--- config.mk ---
export PLATFORM = sky130hd
export DESIGN_NAME = atm_mux
export DESIGN_NICKNAME = d
export VERILOG_FILES = /design/src/shared/atm_pkg.sv /design/src/rtl/atm_buf2.sv /design/src/rtl/atm_eframe.sv /design/src/rtl/atm_mux.sv
export SDC_FILE = /design/constraint.sdc
export NUM_CORES = 1
export LEC_CHECK = 0
export BUFFER_PORTS_ARGS = -buffer_cell sky130_fd_sc_hd__buf_4
export CORE_UTILIZATION = 55
export DETAILED_ROUTE_END_ITERATION = 6
export PLACE_DENSITY = 0.86
export SETUP_SLACK_MARGIN = 0.05
export SLEW_MARGIN = 20
export SYNTH_ARGS = -nofsm -noshare
export SYNTH_HDL_FRONTEND = slang
export SYNTH_SLANG_ARGS = --single-unit
--- constraint.sdc ---
create_clock -name clk -period 3.5 [get_ports clk]
set_input_delay 0.175 -clock clk [delete_from_list [all_inputs] [get_ports clk]]
set_output_delay 0.175 -clock clk [all_outputs]
set_load 0.01 [all_outputs]
--- src/shared/atm_pkg.sv ---
package atm_pkg;
    // ---------------------------------------------------------------
    // multiplex m-frame layout
    // ---------------------------------------------------------------
    localparam int M_SUBS = 7;
    localparam int M_BLKS = 8;
    localparam int M_INFO = 84;
    localparam int M_TRIBS = 7;
    localparam logic [2:0] M_LAST_SUB = 3'h6;
    localparam logic [2:0] M_LAST_BLK = 3'h7;
    localparam logic [6:0] M_LAST_POS = 7'h54;
    localparam logic [2:0] M_LAST_TRIB = 3'h6;
    localparam logic [2:0] M_ALIGN_BASE = 3'h4;
    // subframe alignment bits 0,1,0 indexed from subframe 4
    localparam logic [2:0] M_ALIGN = 3'h2;
    // f1..f4 = 1,0,0,1 indexed by block / 2
    localparam logic [3:0] M_FBITS = 4'h9;
    // ---------------------------------------------------------------
    // four-set merge frame layout
    // ---------------------------------------------------------------
    localparam int E_TRIBS = 4;
    localparam int E_MID_SET_LEN = 212;
    localparam int E_TOP_SET_LEN = 384;
    localparam int E_MID_COUNT = 4;
    localparam logic [9:0] E_FRAME_ALIGN = 10'h3d0;
    localparam logic [8:0] E_FRAME_ALIGN_LEN = 9'h00a;
    localparam logic [3:0] E_FRAME_ALIGN_TOP = 4'h9;
    localparam logic [8:0] E_ALARM_POS = 9'h00a;
    localparam logic [8:0] E_NAT_POS = 9'h00b;
    localparam logic [8:0] E_CTL_LEN = 9'h004;
    localparam logic [8:0] E_STUFF_END = 9'h008;
    localparam logic STUFF_FILL = 1'b1;

    typedef enum logic [1:0]
    {
        SET1 = 2'b00,
        SET2 = 2'b01,
        SET3 = 2'b10,
        SET4 = 2'b11
    } atm_set_t;
endpackage

--- src/rtl/atm_buf2.sv ---
`timescale 1ns/100ps
`default_nettype none
module atm_buf2
    import atm_pkg::*;
#(
    parameter int WIDTH = 1
)
(
    input wire logic clk,
    input wire logic rst_n,
    input wire logic in_valid,
    input wire logic [WIDTH-1:0] in_data,
    output logic in_ready,
    output logic out_valid,
    output logic [WIDTH-1:0] out_data,
    input wire logic out_ready
);
    typedef struct packed {
        logic [1:0][WIDTH-1:0] mem;
        logic wr;
        logic rd;
        logic [1:0] cnt;
    } atm_buf_t;

    atm_buf_t s;
    atm_buf_t next_s;
    logic push;
    logic pop;

    // two entries let the writer keep going for one cycle after a stall
    assign in_ready = (s.cnt != 2'h2);
    assign out_valid = (s.cnt != 2'h0);
    assign out_data = s.mem[s.rd];

    always_comb
    begin
        next_s = s;
        push = in_valid && in_ready;
        pop = out_valid && out_ready;
        if (push)
        begin
            next_s.mem[s.wr] = in_data;
            next_s.wr = ~s.wr;
        end
        if (pop)
            next_s.rd = ~s.rd;
        if (push && !pop)
            next_s.cnt = s.cnt + 2'h1;
        else if (pop && !push)
            next_s.cnt = s.cnt - 2'h1;
    end

    always_ff @(posedge clk)
    begin
        if (!rst_n)
            s <= '0;
        else
            s <= next_s;
    end
endmodule
`default_nettype wire

--- src/rtl/atm_eframe.sv ---
`timescale 1ns/100ps
`default_nettype none
module atm_eframe
    import atm_pkg::*;
#(
    parameter int SET_LEN = E_MID_SET_LEN
)
(
    input wire logic clk,
    input wire logic rst_n,
    input wire logic [3:0] trib_valid,
    input wire logic [3:0] trib_bit,
    output logic [3:0] trib_ready,
    input wire logic [3:0] stuff_req,
    input wire logic alarm_bit,
    input wire logic nat_bit,
    output logic out_valid,
    output logic out_bit,
    input wire logic out_ready
);
    typedef struct packed {
        atm_set_t set;
        logic [8:0] pos;
        logic [1:0] trib;
        logic [3:0] stuff;
        logic obit;
        logic ovld;
    } atm_ef_t;

    atm_ef_t s;
    atm_ef_t next_s;
    logic adv;
    logic is_data;
    logic interleaved;
    logic slot_bit;
    logic [1:0] src;
    logic [3:0] align_idx;
    logic ctl_bit;

    assign out_valid = s.ovld;
    assign out_bit = s.obit;
    assign align_idx = E_FRAME_ALIGN_TOP - s.pos[3:0];
    assign ctl_bit = s.stuff[s.pos[1:0]];

    // ---------------------------------------------------------------
    // slot decode and sequencing
    // ---------------------------------------------------------------
    always_comb
    begin
        next_s = s;
        is_data = 1'b0;
        interleaved = 1'b0;
        src = s.trib;
        slot_bit = STUFF_FILL;
        if (s.set == SET1 && s.pos < E_FRAME_ALIGN_LEN)
            slot_bit = E_FRAME_ALIGN[align_idx];
        else if (s.set == SET1 && s.pos == E_ALARM_POS)
            slot_bit = alarm_bit;
        else if (s.set == SET1 && s.pos == E_NAT_POS)
            slot_bit = nat_bit;
        else if (s.set != SET1 && s.pos < E_CTL_LEN)
            slot_bit = s.stuff[s.pos[1:0]];
        else if (s.set == SET4 && s.pos < E_STUFF_END)
        begin
            src = s.pos[1:0];
            is_data = !s.stuff[src];
        end
        else
        begin
            is_data = 1'b1;
            interleaved = 1'b1;
        end
        if (is_data)
            slot_bit = trib_bit[src];
        // a missing tributary bit stalls the frame rather than corrupting it
        adv = (!s.ovld || out_ready) && (!is_data || trib_valid[src]);
        trib_ready = (is_data && adv) ? (4'h1 << src) : 4'h0;
        if (s.ovld && out_ready)
            next_s.ovld = 1'b0;
        if (adv)
        begin
            next_s.obit = slot_bit;
            next_s.ovld = 1'b1;
            if (interleaved)
                next_s.trib = s.trib + 2'h1;
            if (s.pos == 9'(SET_LEN - 1))
            begin
                next_s.pos = '0;
                next_s.trib = '0;
                next_s.set = atm_set_t'(s.set + 2'h1);
                if (s.set == SET4)
                    next_s.stuff = stuff_req;
            end
            else
                next_s.pos = s.pos + 9'h001;
        end
    end

    always_ff @(posedge clk)
    begin
        if (!rst_n)
            s <= '0;
        else
            s <= next_s;
    end

    // ---------------------------------------------------------------
    // checks
    // ---------------------------------------------------------------
    AST_E_SET_WRAP: assert property (@(posedge clk) disable iff (!rst_n)
        adv && s.pos == 9'(SET_LEN - 1)
        |=> s.pos == 9'h000 && s.set == atm_set_t'($past(s.set) + 2'h1))
        else $error("set did not wrap at its length");
    AST_E_ALIGN: assert property (@(posedge clk) disable iff (!rst_n)
        adv && s.set == SET1 && s.pos < E_FRAME_ALIGN_LEN
        |=> out_bit == E_FRAME_ALIGN[$past(align_idx)])
        else $error("alignment pattern bit wrong");
    AST_E_TRIB1: assert property (@(posedge clk) disable iff (!rst_n)
        adv && s.set == SET1 && s.pos == E_NAT_POS + 9'h001 |-> trib_ready == 4'h1)
        else $error("first data bit not from tributary 1");
    AST_E_CTL: assert property (@(posedge clk) disable iff (!rst_n)
        adv && s.set != SET1 && s.pos < E_CTL_LEN
        |-> trib_ready == 4'h0 ##1 out_bit == $past(ctl_bit))
        else $error("control bit wrong");
    AST_E_STUFF: assert property (@(posedge clk) disable iff (!rst_n)
        adv && s.set == SET4 && s.pos >= E_CTL_LEN && s.pos < E_STUFF_END
        && s.stuff[s.pos[1:0]] |-> trib_ready == 4'h0 ##1 out_bit == STUFF_FILL)
        else $error("stuffed position carried data");
    AST_E_JUST: assert property (@(posedge clk) disable iff (!rst_n)
        adv && s.set == SET4 && s.pos >= E_CTL_LEN && s.pos < E_STUFF_END
        && !s.stuff[s.pos[1:0]] |-> trib_ready == (4'h1 << s.pos[1:0]))
        else $error("unstuffed position lost data");
endmodule
`default_nettype wire

--- src/rtl/atm_mux.sv ---
// Behaviour
// seven subframes, eight blocks, 1+84 bits
// overhead order X,X,P,P,0,1,0 then F/C
// stuff slot at bit n after F4
// c bits one means stuff bit
// info bits interleave seven tributaries, 1 first
// sixteen tributaries merged in two stages
// four per mid stream, four mids top
// both merge stages run independently
// four sets cycle 1,2,3,4
// set 1: pattern, alarm, national bit
// data interleaved, tributary 1 first
// first four bits of sets 2-4 control
// set 4 bits 5-8 stuff positions
// majority zero: stuff position carries data
// majority one: stuff position carries none
// top frame same layout, 384-bit sets
// control bit j, bit 4+j: tributary j
`timescale 1ns/100ps
`default_nettype none
module atm_mux
    import atm_pkg::*;
(
    input wire logic clk,
    input wire logic rst_n,
    input wire logic [6:0] m_trib_valid,
    input wire logic [6:0] m_trib_bit,
    output logic [6:0] m_trib_ready,
    input wire logic [6:0] m_stuff_req,
    input wire logic m_alarm,
    input wire logic m_parity,
    output logic m_line_valid,
    output logic m_line_bit,
    input wire logic m_line_ready,
    input wire logic [15:0] e_trib_valid,
    input wire logic [15:0] e_trib_bit,
    output logic [15:0] e_trib_ready,
    input wire logic [15:0] e_stuff_req_mid,
    input wire logic [3:0] e_stuff_req_top,
    input wire logic e_mid_alarm,
    input wire logic e_mid_nat,
    input wire logic e_top_alarm,
    input wire logic e_top_nat,
    output logic e_line_valid,
    output logic e_line_bit,
    input wire logic e_line_ready
);
    // ---------------------------------------------------------------
    // m-frame state
    // ---------------------------------------------------------------
    typedef struct packed {
        logic [2:0] sub;
        logic [2:0] blk;
        logic [6:0] pos;
        logic [2:0] trib;
        logic [6:0] stuff;
        logic obit;
        logic ovld;
    } atm_mf_t;

    atm_mf_t s;
    atm_mf_t next_s;
    logic adv;
    logic is_data;
    logic stuffed;
    logic slot_bit;
    logic buf_ready;

    // ---------------------------------------------------------------
    // slot decode
    // ---------------------------------------------------------------
    // the opportunity rides on that tributary's own interleave slot
    function automatic logic stuff_slot
    (
        input logic [2:0] blk,
        input logic [2:0] sub,
        input logic [6:0] pos
    );
        return blk == M_LAST_BLK && pos == {4'h0, sub} + 7'h01;
    endfunction

    always_comb
    begin
        next_s = s;
        is_data = 1'b0;
        stuffed = 1'b0;
        slot_bit = STUFF_FILL;
        if (s.pos == 7'h00)
        begin
            if (s.blk == 3'h0)
            begin
                if (s.sub < 3'h2)
                    slot_bit = m_alarm;
                else if (s.sub < M_ALIGN_BASE)
                    slot_bit = m_parity;
                else
                    slot_bit = M_ALIGN[s.sub[1:0]];
            end
            else if (s.blk[0])
                slot_bit = M_FBITS[s.blk[2:1]];
            else
                slot_bit = s.stuff[s.sub];
        end
        else
        begin
            stuffed = stuff_slot(s.blk, s.sub, s.pos) && s.stuff[s.sub];
            is_data = !stuffed;
            if (is_data)
                slot_bit = m_trib_bit[s.trib];
        end
        adv = (!s.ovld || buf_ready) && (!is_data || m_trib_valid[s.trib]);
        m_trib_ready = (is_data && adv) ? (7'h01 << s.trib) : 7'h00;
        if (s.ovld && buf_ready)
            next_s.ovld = 1'b0;
        if (adv)
        begin
            next_s.obit = slot_bit;
            next_s.ovld = 1'b1;
            if (s.pos != 7'h00)
                next_s.trib = (s.trib == M_LAST_TRIB) ? 3'h0 : s.trib + 3'h1;
            if (s.pos == M_LAST_POS)
            begin
                next_s.pos = '0;
                next_s.trib = '0;
                if (s.blk == M_LAST_BLK)
                begin
                    next_s.blk = '0;
                    if (s.sub == M_LAST_SUB)
                    begin
                        next_s.sub = '0;
                        next_s.stuff = m_stuff_req;
                    end
                    else
                        next_s.sub = s.sub + 3'h1;
                end
                else
                    next_s.blk = s.blk + 3'h1;
            end
            else
                next_s.pos = s.pos + 7'h01;
        end
    end

    always_ff @(posedge clk)
    begin
        if (!rst_n)
            s <= '0;
        else
            s <= next_s;
    end

    // ---------------------------------------------------------------
    // line buffers
    // ---------------------------------------------------------------
    atm_buf2 #(.WIDTH(1)) u_m_buf
    (
        .clk(clk),
        .rst_n(rst_n),
        .in_valid(s.ovld),
        .in_data(s.obit),
        .in_ready(buf_ready),
        .out_valid(m_line_valid),
        .out_data(m_line_bit),
        .out_ready(m_line_ready)
    );

    // ---------------------------------------------------------------
    // two-stage merge
    // ---------------------------------------------------------------
    logic [3:0] mid_valid;
    logic [3:0] mid_bit;
    logic [3:0] mid_ready;
    logic [3:0] top_valid;
    logic [3:0] top_bit;
    logic [3:0] top_ready;
    logic top_out_valid;
    logic top_out_bit;
    logic top_out_ready;

    // each stage keeps its own counters; buffers decouple them
    for (genvar g = 0; g < E_MID_COUNT; g++)
    begin : g_mid
        atm_eframe #(.SET_LEN(E_MID_SET_LEN)) u_mid
        (
            .clk(clk),
            .rst_n(rst_n),
            .trib_valid(e_trib_valid[4*g +: 4]),
            .trib_bit(e_trib_bit[4*g +: 4]),
            .trib_ready(e_trib_ready[4*g +: 4]),
            .stuff_req(e_stuff_req_mid[4*g +: 4]),
            .alarm_bit(e_mid_alarm),
            .nat_bit(e_mid_nat),
            .out_valid(mid_valid[g]),
            .out_bit(mid_bit[g]),
            .out_ready(mid_ready[g])
        );

        atm_buf2 #(.WIDTH(1)) u_mid_buf
        (
            .clk(clk),
            .rst_n(rst_n),
            .in_valid(mid_valid[g]),
            .in_data(mid_bit[g]),
            .in_ready(mid_ready[g]),
            .out_valid(top_valid[g]),
            .out_data(top_bit[g]),
            .out_ready(top_ready[g])
        );

        AST_E_MID_HOLD: assert property (@(posedge clk) disable iff (!rst_n)
            mid_valid[g] && !mid_ready[g] |=> mid_valid[g] && $stable(mid_bit[g]))
            else $error("mid stream bit changed while stalled");
        AST_E_MID_ONEHOT: assert property (@(posedge clk) disable iff (!rst_n)
            $onehot0(e_trib_ready[4*g +: 4]))
            else $error("more than one lowest tributary taken at once");
    end

    atm_eframe #(.SET_LEN(E_TOP_SET_LEN)) u_top
    (
        .clk(clk),
        .rst_n(rst_n),
        .trib_valid(top_valid),
        .trib_bit(top_bit),
        .trib_ready(top_ready),
        .stuff_req(e_stuff_req_top),
        .alarm_bit(e_top_alarm),
        .nat_bit(e_top_nat),
        .out_valid(top_out_valid),
        .out_bit(top_out_bit),
        .out_ready(top_out_ready)
    );

    atm_buf2 #(.WIDTH(1)) u_top_buf
    (
        .clk(clk),
        .rst_n(rst_n),
        .in_valid(top_out_valid),
        .in_data(top_out_bit),
        .in_ready(top_out_ready),
        .out_valid(e_line_valid),
        .out_data(e_line_bit),
        .out_ready(e_line_ready)
    );

    // ---------------------------------------------------------------
    // checks
    // ---------------------------------------------------------------
    AST_M_BLOCK: assert property (@(posedge clk) disable iff (!rst_n)
        adv && s.pos == M_LAST_POS |=> s.pos == 7'h00 && s.trib == 3'h0)
        else $error("block did not end after 84 info bits");
    AST_M_FRAME: assert property (@(posedge clk) disable iff (!rst_n)
        adv && s.pos == M_LAST_POS && s.blk == M_LAST_BLK && s.sub == M_LAST_SUB
        |=> s.sub == 3'h0 && s.blk == 3'h0 && s.stuff == $past(m_stuff_req))
        else $error("m-frame did not wrap after seven subframes");
    AST_M_XFIRST: assert property (@(posedge clk) disable iff (!rst_n)
        adv && s.pos == 7'h00 && s.blk == 3'h0 && s.sub == 3'h0
        |=> s.obit == $past(m_alarm))
        else $error("first overhead bit is not the alarm bit");
    AST_M_F4: assert property (@(posedge clk) disable iff (!rst_n)
        adv && s.pos == 7'h00 && s.blk == M_LAST_BLK |=> s.obit == 1'b1)
        else $error("f4 overhead bit not one");
    AST_M_STUFF: assert property (@(posedge clk) disable iff (!rst_n)
        adv && stuff_slot(s.blk, s.sub, s.pos) && s.stuff[s.sub]
        |-> m_trib_ready == 7'h00 ##1 s.obit == STUFF_FILL)
        else $error("stuff slot carried tributary data");
    AST_M_INTERLEAVE: assert property (@(posedge clk) disable iff (!rst_n)
        adv && s.pos == 7'h01 && !(s.blk == M_LAST_BLK && s.sub == 3'h0 && s.stuff[0])
        |-> m_trib_ready == 7'h01)
        else $error("block info does not start with tributary 1");
    AST_M_ALIGN: assert property (@(posedge clk) disable iff (!rst_n)
        adv && s.pos == 7'h00 && s.blk == 3'h0 && s.sub >= M_ALIGN_BASE
        |=> s.obit == ($past(s.sub) == 3'h5))
        else $error("subframe alignment bit wrong");
    AST_M_PARITY: assert property (@(posedge clk) disable iff (!rst_n)
        adv && s.pos == 7'h00 && s.blk == 3'h0 && s.sub[2:1] == 2'h1
        |=> s.obit == $past(m_parity))
        else $error("parity overhead bit wrong");
    AST_M_FZERO: assert property (@(posedge clk) disable iff (!rst_n)
        adv && s.pos == 7'h00 && (s.blk == 3'h3 || s.blk == 3'h5)
        |=> s.obit == 1'b0)
        else $error("f2 or f3 overhead bit not zero");
    AST_M_CBITS: assert property (@(posedge clk) disable iff (!rst_n)
        adv && s.pos == 7'h00 && s.blk != 3'h0 && !s.blk[0]
        |=> s.obit == s.stuff[s.sub])
        else $error("c bit does not carry the stuff decision");
    AST_M_ONEHOT: assert property (@(posedge clk) disable iff (!rst_n)
        $onehot0(m_trib_ready))
        else $error("more than one tributary taken at once");
    AST_M_GAP: assert property (@(posedge clk) disable iff (!rst_n)
        is_data && !m_trib_valid[s.trib] |-> m_trib_ready == 7'h00 && !adv)
        else $error("slot advanced without its tributary bit");
    AST_M_OH_IDLE: assert property (@(posedge clk) disable iff (!rst_n)
        s.pos == 7'h00 |-> m_trib_ready == 7'h00)
        else $error("overhead slot took a tributary bit");
    AST_M_LINE_HOLD: assert property (@(posedge clk) disable iff (!rst_n)
        m_line_valid && !m_line_ready
        |=> m_line_valid && $stable(m_line_bit))
        else $error("m line bit changed while stalled");

    // ---------------------------------------------------------------
    // merge checks
    // ---------------------------------------------------------------
    AST_E_LINE_HOLD: assert property (@(posedge clk) disable iff (!rst_n)
        e_line_valid && !e_line_ready
        |=> e_line_valid && $stable(e_line_bit))
        else $error("top line bit changed while stalled");
endmodule
`default_nettype wire

==> results.ini <==
[run_status]
outcome = finished, final reports clean

[sta]
grt_setup_unrepaired = yes
hold_violations = 0
finalCriticalPeriod_ps = 3310
slew_violations = 0
tns_ps = 0
skew_ps = 6.74
fmax_mhz = 302
setup_violations = 0
relSlewSlack = 0.463
period_share = 0.946
worstMarginPinSlew_ps = 805

[die]
die_y_um = 134
ios = 110
die_x_um = 134
fp-row-count = 48
dieArea_um2 = 18000
initial_core_util = 0.561
core_um2 = 17200

[synth]
synth_area_leaders = dfxtp_1 (32%), mux2i_1 (6.7%), ha_1 (6.5%)
yosys_warnings = 0
netlist.area_leader.share = 0.324
synth_seq_area_share = 0.324
async_flop_share = 0
synth_nets = 1300
synth_seq_cells = 156
syn_area_um2 = 9630
synth_top_area_cell = dfxtp_1
ys_types = 87
ys.flop_type = dfxtp_1
synth.avg_cell_area_um2 = 8.25
synth_cells = 1167
synth_edf_count = 0

[global_route]
grt_pass1_wl_mm = 37.5
antenna_found_initial = 0
grt_usage = 0.251
grt_overflow = 0
grt_pass1_vias = 8247
grt_max_degree = 77

[worst_setup_path]
cp_num_buf_inv = 2
cp_slowest_stage_delay_ps = 550
setup.worst_path.end_class = primary output
worstPathRequired_ps = 3320
start_kind = flop
crit_slowest_cell = dfxtp_1
crit_family = simple AND/OR/NAND/NOR gates
critPathKind = flop to primary output
cp.arrival_ps = 3130
critPathMostFrequentCell = buf_4
cp_max_fo = 8
path_cells = ha_1 > nor4b_2 > nand4_1 > nand3_1 > nor2_1 > a22oi_1 > buf_4 > nand2_1 > nor4_1 > buf_4

[drt]
antenna_left = 0
vias_per_cell = 5.90
remaining_drc_errors = 0
avgRoutedWirePerCell_um = 14.8
drtIter0Drc = 624
dr.pass1.iters = 5
vias = 8988
wirelength_mm = 22.6

[power_and_ir_drop]
p_switching_w = 0.00154
combPwrFrac = 0.239
peakVddDrop_mv = 0.368
p_per_area_nw_per_um2 = 439
p_sw_frac = 0.305
p_int_w = 0.00350
clkPwrFrac = 0.336
leakagePower_nw = 4.68
seq_power_share = 0.426

[final_layout]
fin_nets = 1422
drive_above_1_share = 0.175
final_cell_mix = dfxtp_1 (150), buf_4 (137), nand2_1 (132)
fill_cells = 1401
layout_commonest_cell = dfxtp_1
diodes = 0
area_growth_pct = 19.3
design_area_um2 = 11500

[clock_network]
clock-sinks = 156
insertion_delay_ps = 420
clockRootBuffer = clkbuf_16
h-tree-depth = 4
clk_pin_slew_ps = 60
tritoncts = built
clockBufferDepth = 2
cts_made_buffers = 17

[placed_design]
io_buffers = 109
post_dp_cell_area_um2 = 10700
gp_congestion = 0.892
dp_hpwl_mm = 15.7

[run]
cap_violations = 0

[worst_hold_path]
min_path_type = input pin to flop

## final timing paths
| path | start | end | slack [ps] | depth (start not counted) |
|---|---|---|---|---|
| hold reg to reg | g_mid[0].u_mid.s[3] | g_mid[0].u_mid.s[3] | 460 | 2 |
| setup reg to reg | u_top.s[17] | g_mid[1].u_mid_buf.s[1] | 270 | 11 |
| setup / recovery | g_mid[3].u_mid.s[8] | e_trib_ready[15] | 190 | 10 |
| hold / removal | e_stuff_req_mid[14] | g_mid[3].u_mid.s[4] | 9 | 3 |
## through the flow
stage / hold slack, ps / worst slack, ps / power (W) / utilization / std cells
floorplan: 308 / 244 / 0.00298 / - / 1167
global placement: 408 / 401 / 0.00326 / 0.621 / 1471
detailed placement: 422 / 258 / 0.00332 / 0.621 / 1471
CTS: 0.817 / 115 / 0.00503 / 0.662 / 1516
global route: 7.10 / 1.65 / 0.00532 / 0.669 / 1524
finish: 8.73 / 190 / 0.00504 / 0.669 / 1524
## timing repair
action / CTS / global route
gates resized for setup: 6 / 13
pin swaps: 0 / 4
endpoints found under the setup margin: 8 / 34
hold buffers: 16 / 0
hold endpoints to repair: 16 / 0
setup buffers: 0 / 8
## layout make-up
type,count,area (µm²),share of cell area
timing repair buffer,153,1190,0.104
tap,225,282,0.0245
clock inverter,6,66.3,0.00577
sequential,156,3130,0.273
inverter,62,234,0.0204
multi-input combinational,899,6110,0.532
clock buffer,23,468,0.0407
## sequential cells by signal, summed over array words and instances (netlist names)
name	cells
g_mid.u_mid.out_valid	4
g_mid.u_mid.out_bit	4
g_mid.u_mid_buf.s	24
u_top_buf.s	6
u_top.out_bit	1
u_top.out_valid	1
g_mid.u_mid.s	68
s	25
u_m_buf.s	6
u_top.s	17
## synthesized netlist by cell type (3+ instances only)
library cell and instances:
dfxtp_1 156, nand2_1 133, nor2_1 110, a21oi_1 76
mux2i_1 64, inv_1 62, ha_1 50, nand3_1 42
o21ai_0 38, clkbuf_1 35, xor2_1 35, nand4_1 29
nor3_1 24, o21ai_1 22, or3_1 20, nor2b_1 17
nor4_1 17, o211ai_1 16, and3_1 12, buf_2 10
mux2_2 10, nand2b_1 10, o31ai_1 10, xnor2_1 10
and2_1 9, nand3b_1 9, a31oi_1 8, mux4_2 8
or4_1 8, a21o_1 7, nand4b_1 6, o22ai_1 6
nor4b_1 5, and4_1 4, o21a_1 4, or2_2 4
a211oi_1 3, a21boi_1 3, a22oi_1 3, a32o_1 3
buf_4 3, nor3_4 3, nor3b_1 3, o311ai_0 3
## tightest hold or removal path: stages
cell and delay [ps]:
buf_4 110, nand2_1 50, mux2i_1 50
## per-layer routing
layer,track usage,part of all wire
met3,0.0529,0.051
met1,0.303,0.44
met2,0.441,0.50
met5,0,0
met4,0.0855,0.014
## power groups by stage
stage | Clock [W] | Sequential [W] | Combinational (W)
floorplan | 0 | 0.00210 | 0.000880
global placement | 0 | 0.00217 | 0.00110
detailed placement | 0 | 0.00218 | 0.00114
CTS | 0.00172 | 0.00214 | 0.00117
global route | 0.00179 | 0.00218 | 0.00135
finish | 0.00169 | 0.00215 | 0.00120
## logic make-up after synthesis
kind of cell    after synthesis  synth area share
mux                          86             0.104
simple gates                486             0.265
compound gates              232             0.153
flops                       156             0.324
buf+inv                     112            0.0469
xor+xnor                     45            0.0409
fa+ha+maj                    50            0.0650
(Power assumes the default switching activity.)
